## config.mk

```make
export PLATFORM = sky130hd
export DESIGN_NAME = cmpev_top
export DESIGN_NICKNAME = d
export VERILOG_FILES = /design/src/hdl/cmpev_pkg.sv /design/src/hdl/cmpev_top.sv
export SDC_FILE = /design/constraint.sdc
export NUM_CORES = 1
export LEC_CHECK = 0
export BUFFER_PORTS_ARGS = -buffer_cell sky130_fd_sc_hd__buf_2
export CAP_MARGIN = 20
export CORE_MARGIN = 2
export CORE_UTILIZATION = 44
export DETAILED_ROUTE_END_ITERATION = 10
export PLACE_DENSITY_LB_ADDON = 0.12
export SLEW_MARGIN = 20
export SYNTH_ARGS = -nofsm -noshare
export SYNTH_HDL_FRONTEND = slang
export SYNTH_SLANG_ARGS = --single-unit
```

## constraint.sdc

```tcl
create_clock -name sys_clk_i -period 2.8 [get_ports sys_clk_i]
set_clock_uncertainty 0.1 [all_clocks]
set_input_delay 0.56 -clock sys_clk_i [delete_from_list [all_inputs] [get_ports sys_clk_i]]
set_output_delay 0.56 -clock sys_clk_i [all_outputs]
set_load 0.02 [all_outputs]
```

## src/hdl/cmpev_pkg.sv

```systemverilog
// Package of register map, field layout and types of the comparator event block
package cmpev_pkg;
  localparam logic [7:0] CTRL_OFFSET = 8'h00;
  localparam logic [7:0] INT_STATUS_OFFSET = 8'h04;
  localparam logic [7:0] INT_MASK_OFFSET = 8'h08;
  localparam logic [7:0] CMP_STATUS_OFFSET = 8'h0c;
  localparam int EVENT_POLARITY_SELECT_LSB = 6;
  localparam int EVFLAG_BIT = 9;
  localparam int INVERT_BIT = 13;
  localparam int REFSEL_BIT = 4;
  localparam int CHSEL_LSB = 0;
  localparam int CMPOUT_BIT = 8;
  localparam int REFCHOICE_BIT = 0;
  localparam logic [31:0] CTRL_RESET = 32'h0000_0000;
  localparam logic [31:0] CTRL_WMASK = 32'h0000_22d3;
  localparam logic [1:0] POL_ANY = 2'h3;
  localparam logic [1:0] POL_FALL = 2'h2;
  localparam logic [1:0] POL_RISE = 2'h1;
  localparam logic [1:0] POL_OFF = 2'h0;

  typedef enum logic [3:0] {
    CMPEV_INV_PIN_B = 4'h1,
    CMPEV_INV_PIN_C = 4'h2,
    CMPEV_INV_PIN_D = 4'h4,
    CMPEV_INV_BANDGAP = 4'h8
  } cmpev_inv_route_t;

  typedef struct packed {
    logic noninv_pin_a;
    logic noninv_internal_ref;
    logic internal_reference_choice;
    cmpev_inv_route_t inv_route;
  } cmpev_route_t;
endpackage

```

## src/hdl/cmpev_top.sv

```systemverilog
// Comparator event selection, input routing and Wishbone register slave
// How it works
// (RULE1) Polarity 11: event on any output change while event flag clear
// (RULE2) Polarity 10: falling edge, or rising edge with inversion on
// (RULE3) Polarity 01: rising edge, or falling edge with inversion on
// (RULE4) Polarity 00: no event is ever produced
// (RULE5) Reference bit picks internal reference when set, else pin A
// (RULE6) Channel code picks inverting input: 11 band gap, 10 D, 01 C, 00 B
// (RULE7) Control bits 5 and 3 to 2 are not implemented and read zero
// (RULE8) Event flag sets on each qualifying event and stays until cleared
//
// Local design decisions: the register offsets and the Wishbone interface to the registers.
`timescale 1ns/1ps
`default_nettype none
module cmpev_top (
  // Clock and reset
  input wire logic sys_clk_i,
  input wire logic reset_i,
  // Wishbone slave
  input wire logic wb_cyc_i,
  input wire logic wb_stb_i,
  input wire logic wb_we_i,
  input wire logic [7:0] wb_adr_i,
  input wire logic [3:0] wb_sel_i,
  input wire logic [31:0] wb_dat_i,
  output logic [31:0] wb_dat_o,
  output logic wb_ack_o,
  // Analog comparator core
  input wire logic cmp_out_i,
  output cmpev_pkg::cmpev_route_t route_o,
  // Requests
  output logic event_o,
  output logic irq_o
);
  logic [1:0] sync_q, sync_d;
  logic prev_q, prev_d;
  logic [31:0] ctrl_q, ctrl_d;
  logic refch_q, refch_d;
  logic ist_q, ist_d;
  logic imask_q, imask_d;
  logic ack_q, ack_d;
  logic [31:0] rdat_q, rdat_d;
  logic event_q, event_d;
  cmpev_pkg::cmpev_route_t route_q, route_d;
  logic [1:0] pol;
  logic inv, out_now, rise, fall, hit, req, wr;
  logic [31:0] wmask, ctrl_rd;

  assign pol = ctrl_q[cmpev_pkg::EVENT_POLARITY_SELECT_LSB +: 2];
  assign inv = ctrl_q[cmpev_pkg::INVERT_BIT];
  assign out_now = sync_q[1] ^ inv;
  assign rise = out_now & ~prev_q;
  assign fall = ~out_now & prev_q;
  assign req = wb_cyc_i & wb_stb_i & ~ack_q;
  assign wr = req & wb_we_i;
  always_comb begin
    wmask = {{8{wb_sel_i[3]}}, {8{wb_sel_i[2]}},
             {8{wb_sel_i[1]}}, {8{wb_sel_i[0]}}};
    ctrl_rd = ctrl_q & cmpev_pkg::CTRL_WMASK; // RULE7
    ctrl_rd[cmpev_pkg::CMPOUT_BIT] = out_now;
  end

  always_comb begin
    unique case (pol)
      cmpev_pkg::POL_ANY: hit = (rise | fall) &
        ~ctrl_q[cmpev_pkg::EVFLAG_BIT]; // RULE1
      cmpev_pkg::POL_FALL: hit = inv ? rise : fall; // RULE2
      cmpev_pkg::POL_RISE: hit = inv ? fall : rise; // RULE3
      default: hit = 1'b0; // RULE4
    endcase
  end

  always_comb begin
    sync_d = {sync_q[0], cmp_out_i};
    prev_d = out_now;
    event_d = hit;
    ack_d = req;
    rdat_d = rdat_q;
    ctrl_d = ctrl_q;
    refch_d = refch_q;
    imask_d = imask_q;
    ist_d = ist_q;
    if (wr && wb_adr_i == cmpev_pkg::CTRL_OFFSET) begin
      ctrl_d = (ctrl_q & ~(wmask & cmpev_pkg::CTRL_WMASK)) |
               (wb_dat_i & wmask & cmpev_pkg::CTRL_WMASK);
    end
    if (wr && wb_adr_i == cmpev_pkg::CMP_STATUS_OFFSET && wb_sel_i[0]) begin
      refch_d = wb_dat_i[cmpev_pkg::REFCHOICE_BIT];
    end
    if (wr && wb_adr_i == cmpev_pkg::INT_MASK_OFFSET && wb_sel_i[0]) begin
      imask_d = wb_dat_i[0];
    end
    if (wr && wb_adr_i == cmpev_pkg::INT_STATUS_OFFSET && wb_sel_i[0] &&
        wb_dat_i[0]) begin
      ist_d = 1'b0;
    end
    if (hit) begin
      ctrl_d[cmpev_pkg::EVFLAG_BIT] = 1'b1; // RULE8
      ist_d = 1'b1;
    end
    if (req && !wb_we_i) begin
      unique case (wb_adr_i)
        cmpev_pkg::CTRL_OFFSET: rdat_d = ctrl_rd;
        cmpev_pkg::INT_STATUS_OFFSET: rdat_d = {31'h0, ist_q};
        cmpev_pkg::INT_MASK_OFFSET: rdat_d = {31'h0, imask_q};
        cmpev_pkg::CMP_STATUS_OFFSET: rdat_d = {31'h0, refch_q};
        default: rdat_d = 32'h0000_0000;
      endcase
    end
    route_d.noninv_internal_ref = ctrl_q[cmpev_pkg::REFSEL_BIT]; // RULE5
    route_d.noninv_pin_a = ~ctrl_q[cmpev_pkg::REFSEL_BIT]; // RULE5
    route_d.internal_reference_choice = refch_q;
    unique case (ctrl_q[cmpev_pkg::CHSEL_LSB +: 2])
      2'h3: route_d.inv_route = cmpev_pkg::CMPEV_INV_BANDGAP; // RULE6
      2'h2: route_d.inv_route = cmpev_pkg::CMPEV_INV_PIN_D; // RULE6
      2'h1: route_d.inv_route = cmpev_pkg::CMPEV_INV_PIN_C; // RULE6
      default: route_d.inv_route = cmpev_pkg::CMPEV_INV_PIN_B; // RULE6
    endcase
  end

  always_ff @(posedge sys_clk_i) begin
    if (reset_i) begin
      sync_q <= 2'h0;
      prev_q <= 1'b0;
      ctrl_q <= cmpev_pkg::CTRL_RESET;
      refch_q <= 1'b0;
      ist_q <= 1'b0;
      imask_q <= 1'b0;
      ack_q <= 1'b0;
      rdat_q <= 32'h0000_0000;
      event_q <= 1'b0;
      route_q <= '{noninv_pin_a: 1'b1, noninv_internal_ref: 1'b0,
                   internal_reference_choice: 1'b0,
                   inv_route: cmpev_pkg::CMPEV_INV_PIN_B};
    end else begin
      sync_q <= sync_d;
      prev_q <= prev_d;
      ctrl_q <= ctrl_d;
      refch_q <= refch_d;
      ist_q <= ist_d;
      imask_q <= imask_d;
      ack_q <= ack_d;
      rdat_q <= rdat_d;
      event_q <= event_d;
      route_q <= route_d;
    end
  end

  assign wb_ack_o = ack_q;
  assign wb_dat_o = rdat_q;
  assign event_o = event_q;
  assign irq_o = ist_q & imask_q;
  assign route_o = route_q;
endmodule
`default_nettype wire

```

=== After elaboration in Yosys (flattened, before gate mapping) ===
Cells that the tools add are included.

* Eq/ne operators: 9
* Multiplexer cells: 9
* Shift operators: 0
* Add/subtract/negate cells: 0
* Divide/modulo/power cells: 0
* Reduce and logical (&&, ||, !) cells: 13
* Multiply operators: 0
* Bitwise operators: 18
* $lt $le $gt $ge: 0

{| class="wikitable"
|+ Operator list
! kind !! number
|-
| $pmux 14 s4 || 1
|-
| $and 32x32->32 || 1
|-
| $not 14->32 || 1
|-
| $or 32x14->32 || 1
|-
| $eq 8x4->1 const B || 2
|-
| $and 14x14->14 || 1
|-
| $pmux 4 s3 || 1
|-
| $mux 10 || 1
|-
| $logic_and 1x1->1 || 9
|-
| $eq 2x2->1 const B || 4
|-
| $eq 8x3->1 const B || 1
|-
| $logic_not 8->1 || 1
|-
| $and 1x1->1 || 7
|-
| $mux 1 || 5
|-
| $not 1->1 || 5
|-
| $eq 2x1->1 const B || 2
|-
| $reduce_bool 2->1 || 2
|-
| $pmux 1 s3 || 1
|-
| $logic_not 1->1 || 1
|-
| $or 1x1->1 || 1
|-
| $xor 1x1->1 || 1
|}

* Output and inout port bits: 42
* Input port bits: 50
* RAM bits: 0
* Memories kept: 0
* Memory bits (read-only): 0
* Latch bits: 0
* Logic and storage cells: 63
* Register bits after elaboration: 79

=== Depth between registers and ports, before layout ===
Gate-level depths: netlist of the first run.

* Depth after elaboration: 8
* Mapped depth: 7
* Mapped depth without buffers: 7

=== Least setup slack after synthesis of the first run ===
Ideal clock, no wire load.

* Kind: input to register
* From: in wb_adr_i[5]
* To: reg ist_q
* Arrival: 1.473 ns
* Slack: 1.093 ns
* Setup time: 0.134 ns
* Stages on the path: 4
* Path buffers: 0
* Required time: 2.566 ns
* Cells stage by stage: nor4_4 > nand3_1 > o41ai_1 > a21oi_1

* Word-level cells in the longest chain between the ends: 5

{| class="wikitable"
|+ Ends and longest elaborated chain
! what !! RTL line !! RTL
|-
| start, declared || cmpev_top.sv:23 || <nowiki>input wire logic [7:0] wb_adr_i,</nowiki>
|-
| $eq 8x3->1 || cmpev_top.sv:93 || <nowiki>if (wr && wb_adr_i == cmpev_pkg::INT_STATUS_OFFSET && wb_sel_i[0] &&</nowiki>
|-
| $logic_and 1x1->1 (3 in a row) || cmpev_top.sv:93 ||
|-
| $reduce_bool 2->1 (no line) || n/a ||
|-
| end signal, assigned || cmpev_top.sv:140 || <nowiki>ist_q <= ist_d;</nowiki>
|-
| end, declared || cmpev_top.sv:39 || <nowiki>logic ist_q, ist_d;</nowiki>
|}

No other way between the ends.
A chain may end at the register's enable or synchronous reset.

==> impl_metrics.json, run 1 <==
{
  "slowest_delay_ns": 0.41,
  "cpMaxStageDelayCell": "a211oi_1",
  "synth_top_area_share_pct": 43.4,
  "hold_class": "reg -> reg",
  "grt_max_degree": 30,
  "clock_power_share_pct": 34.5,
  "swShare_pct": 25.9,
  "fp.dieH_um": 60.1,
  "diodes": 0,
  "yosysWarnings": 0,
  "setup_ws_ns": 0.972,
  "p_per_area_nw_per_um2": 486,
  "tns_ns": 0,
  "synthTopCellsByCount": "dfxtp_1, buf_4, nor2_1, mux2i_1, a22oi_1",
  "ff2ff_setup_slack_ns": 0.97,
  "ys_ff_latch": 30,
  "rsz0062_at_grt": "no",
  "nNetsFinal": 236,
  "hold_viol": 0,
  "drive_gt1_share_pct": 27.0,
  "seq_power_share_pct": 55.9,
  "tightestPinTransition_ns": 0.480,
  "critPathBufInv": 1,
  "hold_path_depth": 1,
  "status": "finished clean",
  "wl_per_cell_um": 11.0,
  "syn_to_final_growth_pct": 14.2,
  "cts-root-buf": "clkbuf_4",
  "first_iter_violations": 12,
  "track_usage_pct": 14.9,
  "multiInputGateArea_um2": 653,
  "antenna_found_initial": 0,
  "yosysUniqueCellTypes": 33,
  "reg2reg_depth": 7,
  "instances_no_fill": 229,
  "synth_edf_count": 0,
  "p_sw_mw": 0.199,
  "holdWs_ns": 0.349,
  "yosysTopAreaCell": "dfxtp_1",
  "synth_area_leaders": "dfxtp_1, buf_4, mux2i_1",
  "cts_tree": "built",
  "fin_crit_sh_pct": 65.3,
  "cts_inserted_buffers": 5,
  "cts_hold_buffers": 0,
  "yosysSeqAreaShare_pct": 43.4,
  "cts.clk_slew.worst_paths_ns": 0.09,
  "finalSetupViolCount": 0,
  "io_pins": 92,
  "port_buffers": 40,
  "path_cells": "xnor2_1, inv_1, ha_1, nand2_1, o21ai_0, a211oi_1, a21oi_1",
  "cp-start-kind": "flip-flop",
  "dpl.hpwl_mm": 1.89,
  "dpl.cell_count": 221,
  "cp_data_required_time_ns": 2.89,
  "combPwrFrac_pct": 9.6,
  "p_leak_nw": 0.787,
  "globalRouteOverflowTotal": 0,
  "cts_resized": 0,
  "grt_pass1_vias": 916,
  "clockBufferDepth": 2,
  "place_ws_ns": 0.782,
  "htree_levels": 2,
  "min_to": "sync_q[1]",
  "fin_crit_ns": 1.83,
  "critPathCaptureType": "flip-flop",
  "synthesis.area_um2": 1380,
  "clock-sinks": 30,
  "fillers": 321,
  "syn_avg_cell_area_um2": 9.61,
  "async_flop_share_pct": 0,
  "maxCapViolations": 0,
  "ant_nets": 0,
  "p_int_mw": 0.570,
  "seqCellArea_um2": 601,
  "die_w_um": 60.1,
  "cp_max_fo": 5,
  "slew_headroom_pct": 67.5,
  "clkLatencyLatePin_ns": 0.33,
  "arrival_ns": 1.92,
  "crit_family": "compound AO/OA/AOI/OAI gates",
  "ir_drop_mv": 0.315,
  "totalWireLength_mm": 2.53,
  "vias": 1041,
  "die_area_um2": 3610,
  "routabilityCongestion": 0.823,
  "slew_violations": 0,
  "drc": 0,
  "grt_first_pass_wirelength_mm": 3.93,
  "hp-start": "sync_q[0]",
  "cts_setup_buffers": 0,
  "initial_core_util_pct": 45.7,
  "reg2reg_to": "ctrl_q[9]",
  "firstDrtPassIters": 6,
  "yosysMostFrequentCell": "dfxtp_1",
  "fp-row-count": 20,
  "critical_path_class": "reg -> reg",
  "core_area_um2": 3030,
  "synth_cells": 144,
  "synth_ff_type": "dfxtp_1",
  "max_freq_mhz": 547,
  "vias_per_cell": 4.55
}
## worst max path at each step
stage                startpoint     endpoint  slack (ns)  cells past startpoint
CTS                   flip-flop    ctrl_q[9]        0.96                      7
global route          flip-flop        ist_q        0.77                      7
detailed placement  wb_adr_i[5]        ist_q        0.78                      5
global placement        wb_we_i  wb_dat_o[9]        0.81                      5
finish                flip-flop    ctrl_q[9]        0.97                      7
floorplan           wb_adr_i[5]        ist_q        1.09                      4
## layer usage
metal	up-vias	routed length, µm	track usage (%)
met5	-	0	0
met2	35	1220	24.5
met3	7	179	6.93
met1	471	1090	16.7
li1	528	-	-
met4	0	39	5.71
## through the flow
stage                     cell area (µm²)  power, mW  util, %
after detailed placement             1520      0.513     50.2
after floorplan                      1470      0.514        -
final                                1580      0.769     52.2
after global routing                 1580      0.805     52.2
after global placement               1520      0.512     50.2
after CTS                            1580      0.777     52.2
## cells by family after synthesis
group,count (synthesis),share of synthesized area (%)
xor+xnor,1,0.633
flops,30,43.4
simple gates,52,22.8
buf+inv,33,15.6
mux,10,8.14
other cells,1,0.271
fa+ha+maj,2,1.81
compound gates,15,7.32
## cells in the final DEF, fill, tap and decap left out, types with 2 or more instances in the layout
cell      netlist  final
and4_1          2      2
ha_1            2      2
buf_2           2     40
and3b_1         2      2
nor3b_1         2      2
a22oi_1         7      7
inv_1           3      3
dfxtp_1        30     30
nand4_1         4      4
nand2_1         5      5
conb_1          1     24
nor2_1         19     19
a21oi_1         4      4
clkbuf_4        0      5
nor2b_1         5      5
mux2i_1         9      9
nand3b_1        3      3
nor4bb_1        3      3
## power by group through the flow
| stage | clock (mW) | sequential (mW) | combinational [mW] |
|---|---|---|---|
| 2_1_floorplan | 0 | 0.440 | 0.0739 |
| 5_1_grt | 0.293 | 0.430 | 0.0818 |
| 3_3_place_gp | 0 | 0.439 | 0.0723 |
| 4_1_cts | 0.274 | 0.430 | 0.0737 |
| 3_5_place_dp | 0 | 0.440 | 0.0736 |
| 6_report | 0.265 | 0.429 | 0.0737 |
## layout make-up
type                       instances  area share [%]
tap                               44            3.48
sequential                        30            38.0
timing repair buffer              40            12.7
inverter                           3           0.713
clock inverter                     1           0.317
clock buffer                       7            3.48
multi-input combinational        104            41.3
(Power assumes the default switching activity.)
==> inputs of run 2 (changes only) <==
CORE_UTILIZATION = 41   (was 44)
clock period = 1.7 ns   (was 2.8 ns; I/O delays follow)
==> impl_metrics.json, run 2 (synthesized netlist as in run 1, its figures left out) <==
{
  "initial_core_util_pct": 42.1,
  "p_leak_nw": 0.828,
  "drive_gt1_share_pct": 31.1,
  "vias": 1096,
  "fp-row-count": 21,
  "cts_tree": "built",
  "maxCapViolations": 0,
  "cp_data_required_time_ns": 1.80,
  "finalSetupViolCount": 0,
  "core_area_um2": 3280,
  "combPwrFrac_pct": 10.8,
  "fin_crit_sh_pct": 96.8,
  "max_freq_mhz": 608,
  "ant_nets": 0,
  "io_pins": 92,
  "htree_levels": 2,
  "die_w_um": 62.1,
  "final_common_cell": "buf_2",
  "p_sw_mw": 0.316,
  "use_met2_pct": 22.9,
  "clkLatencyLatePin_ns": 0.32,
  "diodes": 0,
  "arrival_ns": 1.75,
  "use_met3_pct": 4.35,
  "globalRouteOverflowTotal": 0,
  "setup_ws_ns": 0.0547,
  "routabilityCongestion": 0.735,
  "grt_first_pass_wirelength_mm": 4.02,
  "clock_power_share_pct": 30.8,
  "syn_to_final_growth_pct": 18.9,
  "cts_hold_buffers": 0,
  "ir_drop_mv": 0.327,
  "slew_violations": 0,
  "p_int_mw": 0.894,
  "cp-start-kind": "flip-flop",
  "nNetsFinal": 245,
  "die_area_um2": 3860,
  "p_per_area_nw_per_um2": 736,
  "fp.dieH_um": 62.1,
  "wl_per_cell_um": 11.0,
  "vias_per_cell": 4.59,
  "critical_path_class": "reg -> reg",
  "grt_pass1_vias": 921,
  "cts-root-buf": "clkbuf_4",
  "clock-sinks": 30,
  "critPathCaptureType": "flip-flop",
  "clockBufferDepth": 2,
  "hold_class": "in -> reg",
  "firstDrtPassIters": 4,
  "antenna_found_initial": 0,
  "totalWireLength_mm": 2.64,
  "met1_usage_pct": 18.6,
  "place_ws_ns": -0.0332,
  "cts.clk_slew.worst_paths_ns": 0.08,
  "hold_viol": 0,
  "fillers": 326,
  "first_iter_violations": 50,
  "utilization_pct": 50.1,
  "port_buffers": 40,
  "cts_inserted_buffers": 5,
  "swShare_pct": 26.1,
  "track_usage_pct": 14.9,
  "mostFrequentLayoutCells": "buf_2, dfxtp_1, conb_1",
  "drc": 0,
  "holdWs_ns": 0.138,
  "grt_busiest_layer": "met2",
  "dpl.hpwl_mm": 2.03,
  "fin_crit_ns": 1.65,
  "seq_power_share_pct": 58.5,
  "status": "finished clean",
  "grt_max_degree": 13,
  "cp_max_fo": 3
}
run 2: cell count changes in the layout (fill, tap and decap cells not counted), sizes merged:
cell and change:
clkbuf -2, clkinv +1, buf +9
run 2: path summary, 6_finish.rpt:
check,slack (ns),from,end,cells past startpoint
worst min-delay path,0.14,cmp_out_i,sync_q[0],2
worst max register to register,0.05,flip-flop,ist_q,8
worst max-delay path,0.05,flip-flop,ist_q,8
worst min register to register,0.36,sync_q[0],sync_q[1],1
run 2: through the flow:
stage	power, mW	instances	area [µm²]	setup TNS, ns
after floorplan	0.847	167	1470	0
after global placement	0.851	232	1590	-0.0124
after detailed placement	0.853	232	1590	-0.111
after CTS	1.23	239	1640	0
after global routing	1.28	239	1650	-0.00512
final	1.21	239	1650	0
run 2: power by group through the flow:
stage / logic [mW] / registers (mW) / clock network, mW
6_report: 0.131 / 0.708 / 0.372
5_1_grt: 0.147 / 0.708 / 0.426
4_1_cts: 0.130 / 0.708 / 0.396
3_5_place_dp: 0.129 / 0.724 / 0
3_3_place_gp: 0.127 / 0.724 / 0
2_1_floorplan: 0.122 / 0.725 / 0
run 2: worst max-delay path, stage by stage (launching register included):
cell and delay (ns):
dfxtp_1 0.34, xnor2_2 0.15, buf_4 0.14, ha_1 0.19
nand3b_1 0.08, o21ai_0 0.08, a211oi_1 0.24, buf_4 0.16
a21oi_1 0.06
run 2: timing repair:
item | 4_1_cts | 5_1_grt
gates resized for setup | 0 | 1
setup endpoints to repair | 0 | 2
buffers inserted | 0 | 0
run 2: cell type report:
cell class,count,area [µm²],share of cell area [%]
Inverter,3,11.3,0.684
Sequential cell,30,601,36.5
Tap cell,46,57.6,3.50
Multi-Input combinational cell,104,661,40.2
Clock buffer,5,37.5,2.28
Clock inverter,2,10.0,0.608
Timing Repair Buffer,49,268,16.3
run 2: layer usage:
| layer | up-vias | share of wire, % |
|---|---|---|
| met3 | 5 | 6.3 |
| met2 | 39 | 48 |
| met1 | 509 | 44 |
| met5 | - | 0 |
| met4 | 0 | 1.5 |
| li1 | 543 | - |
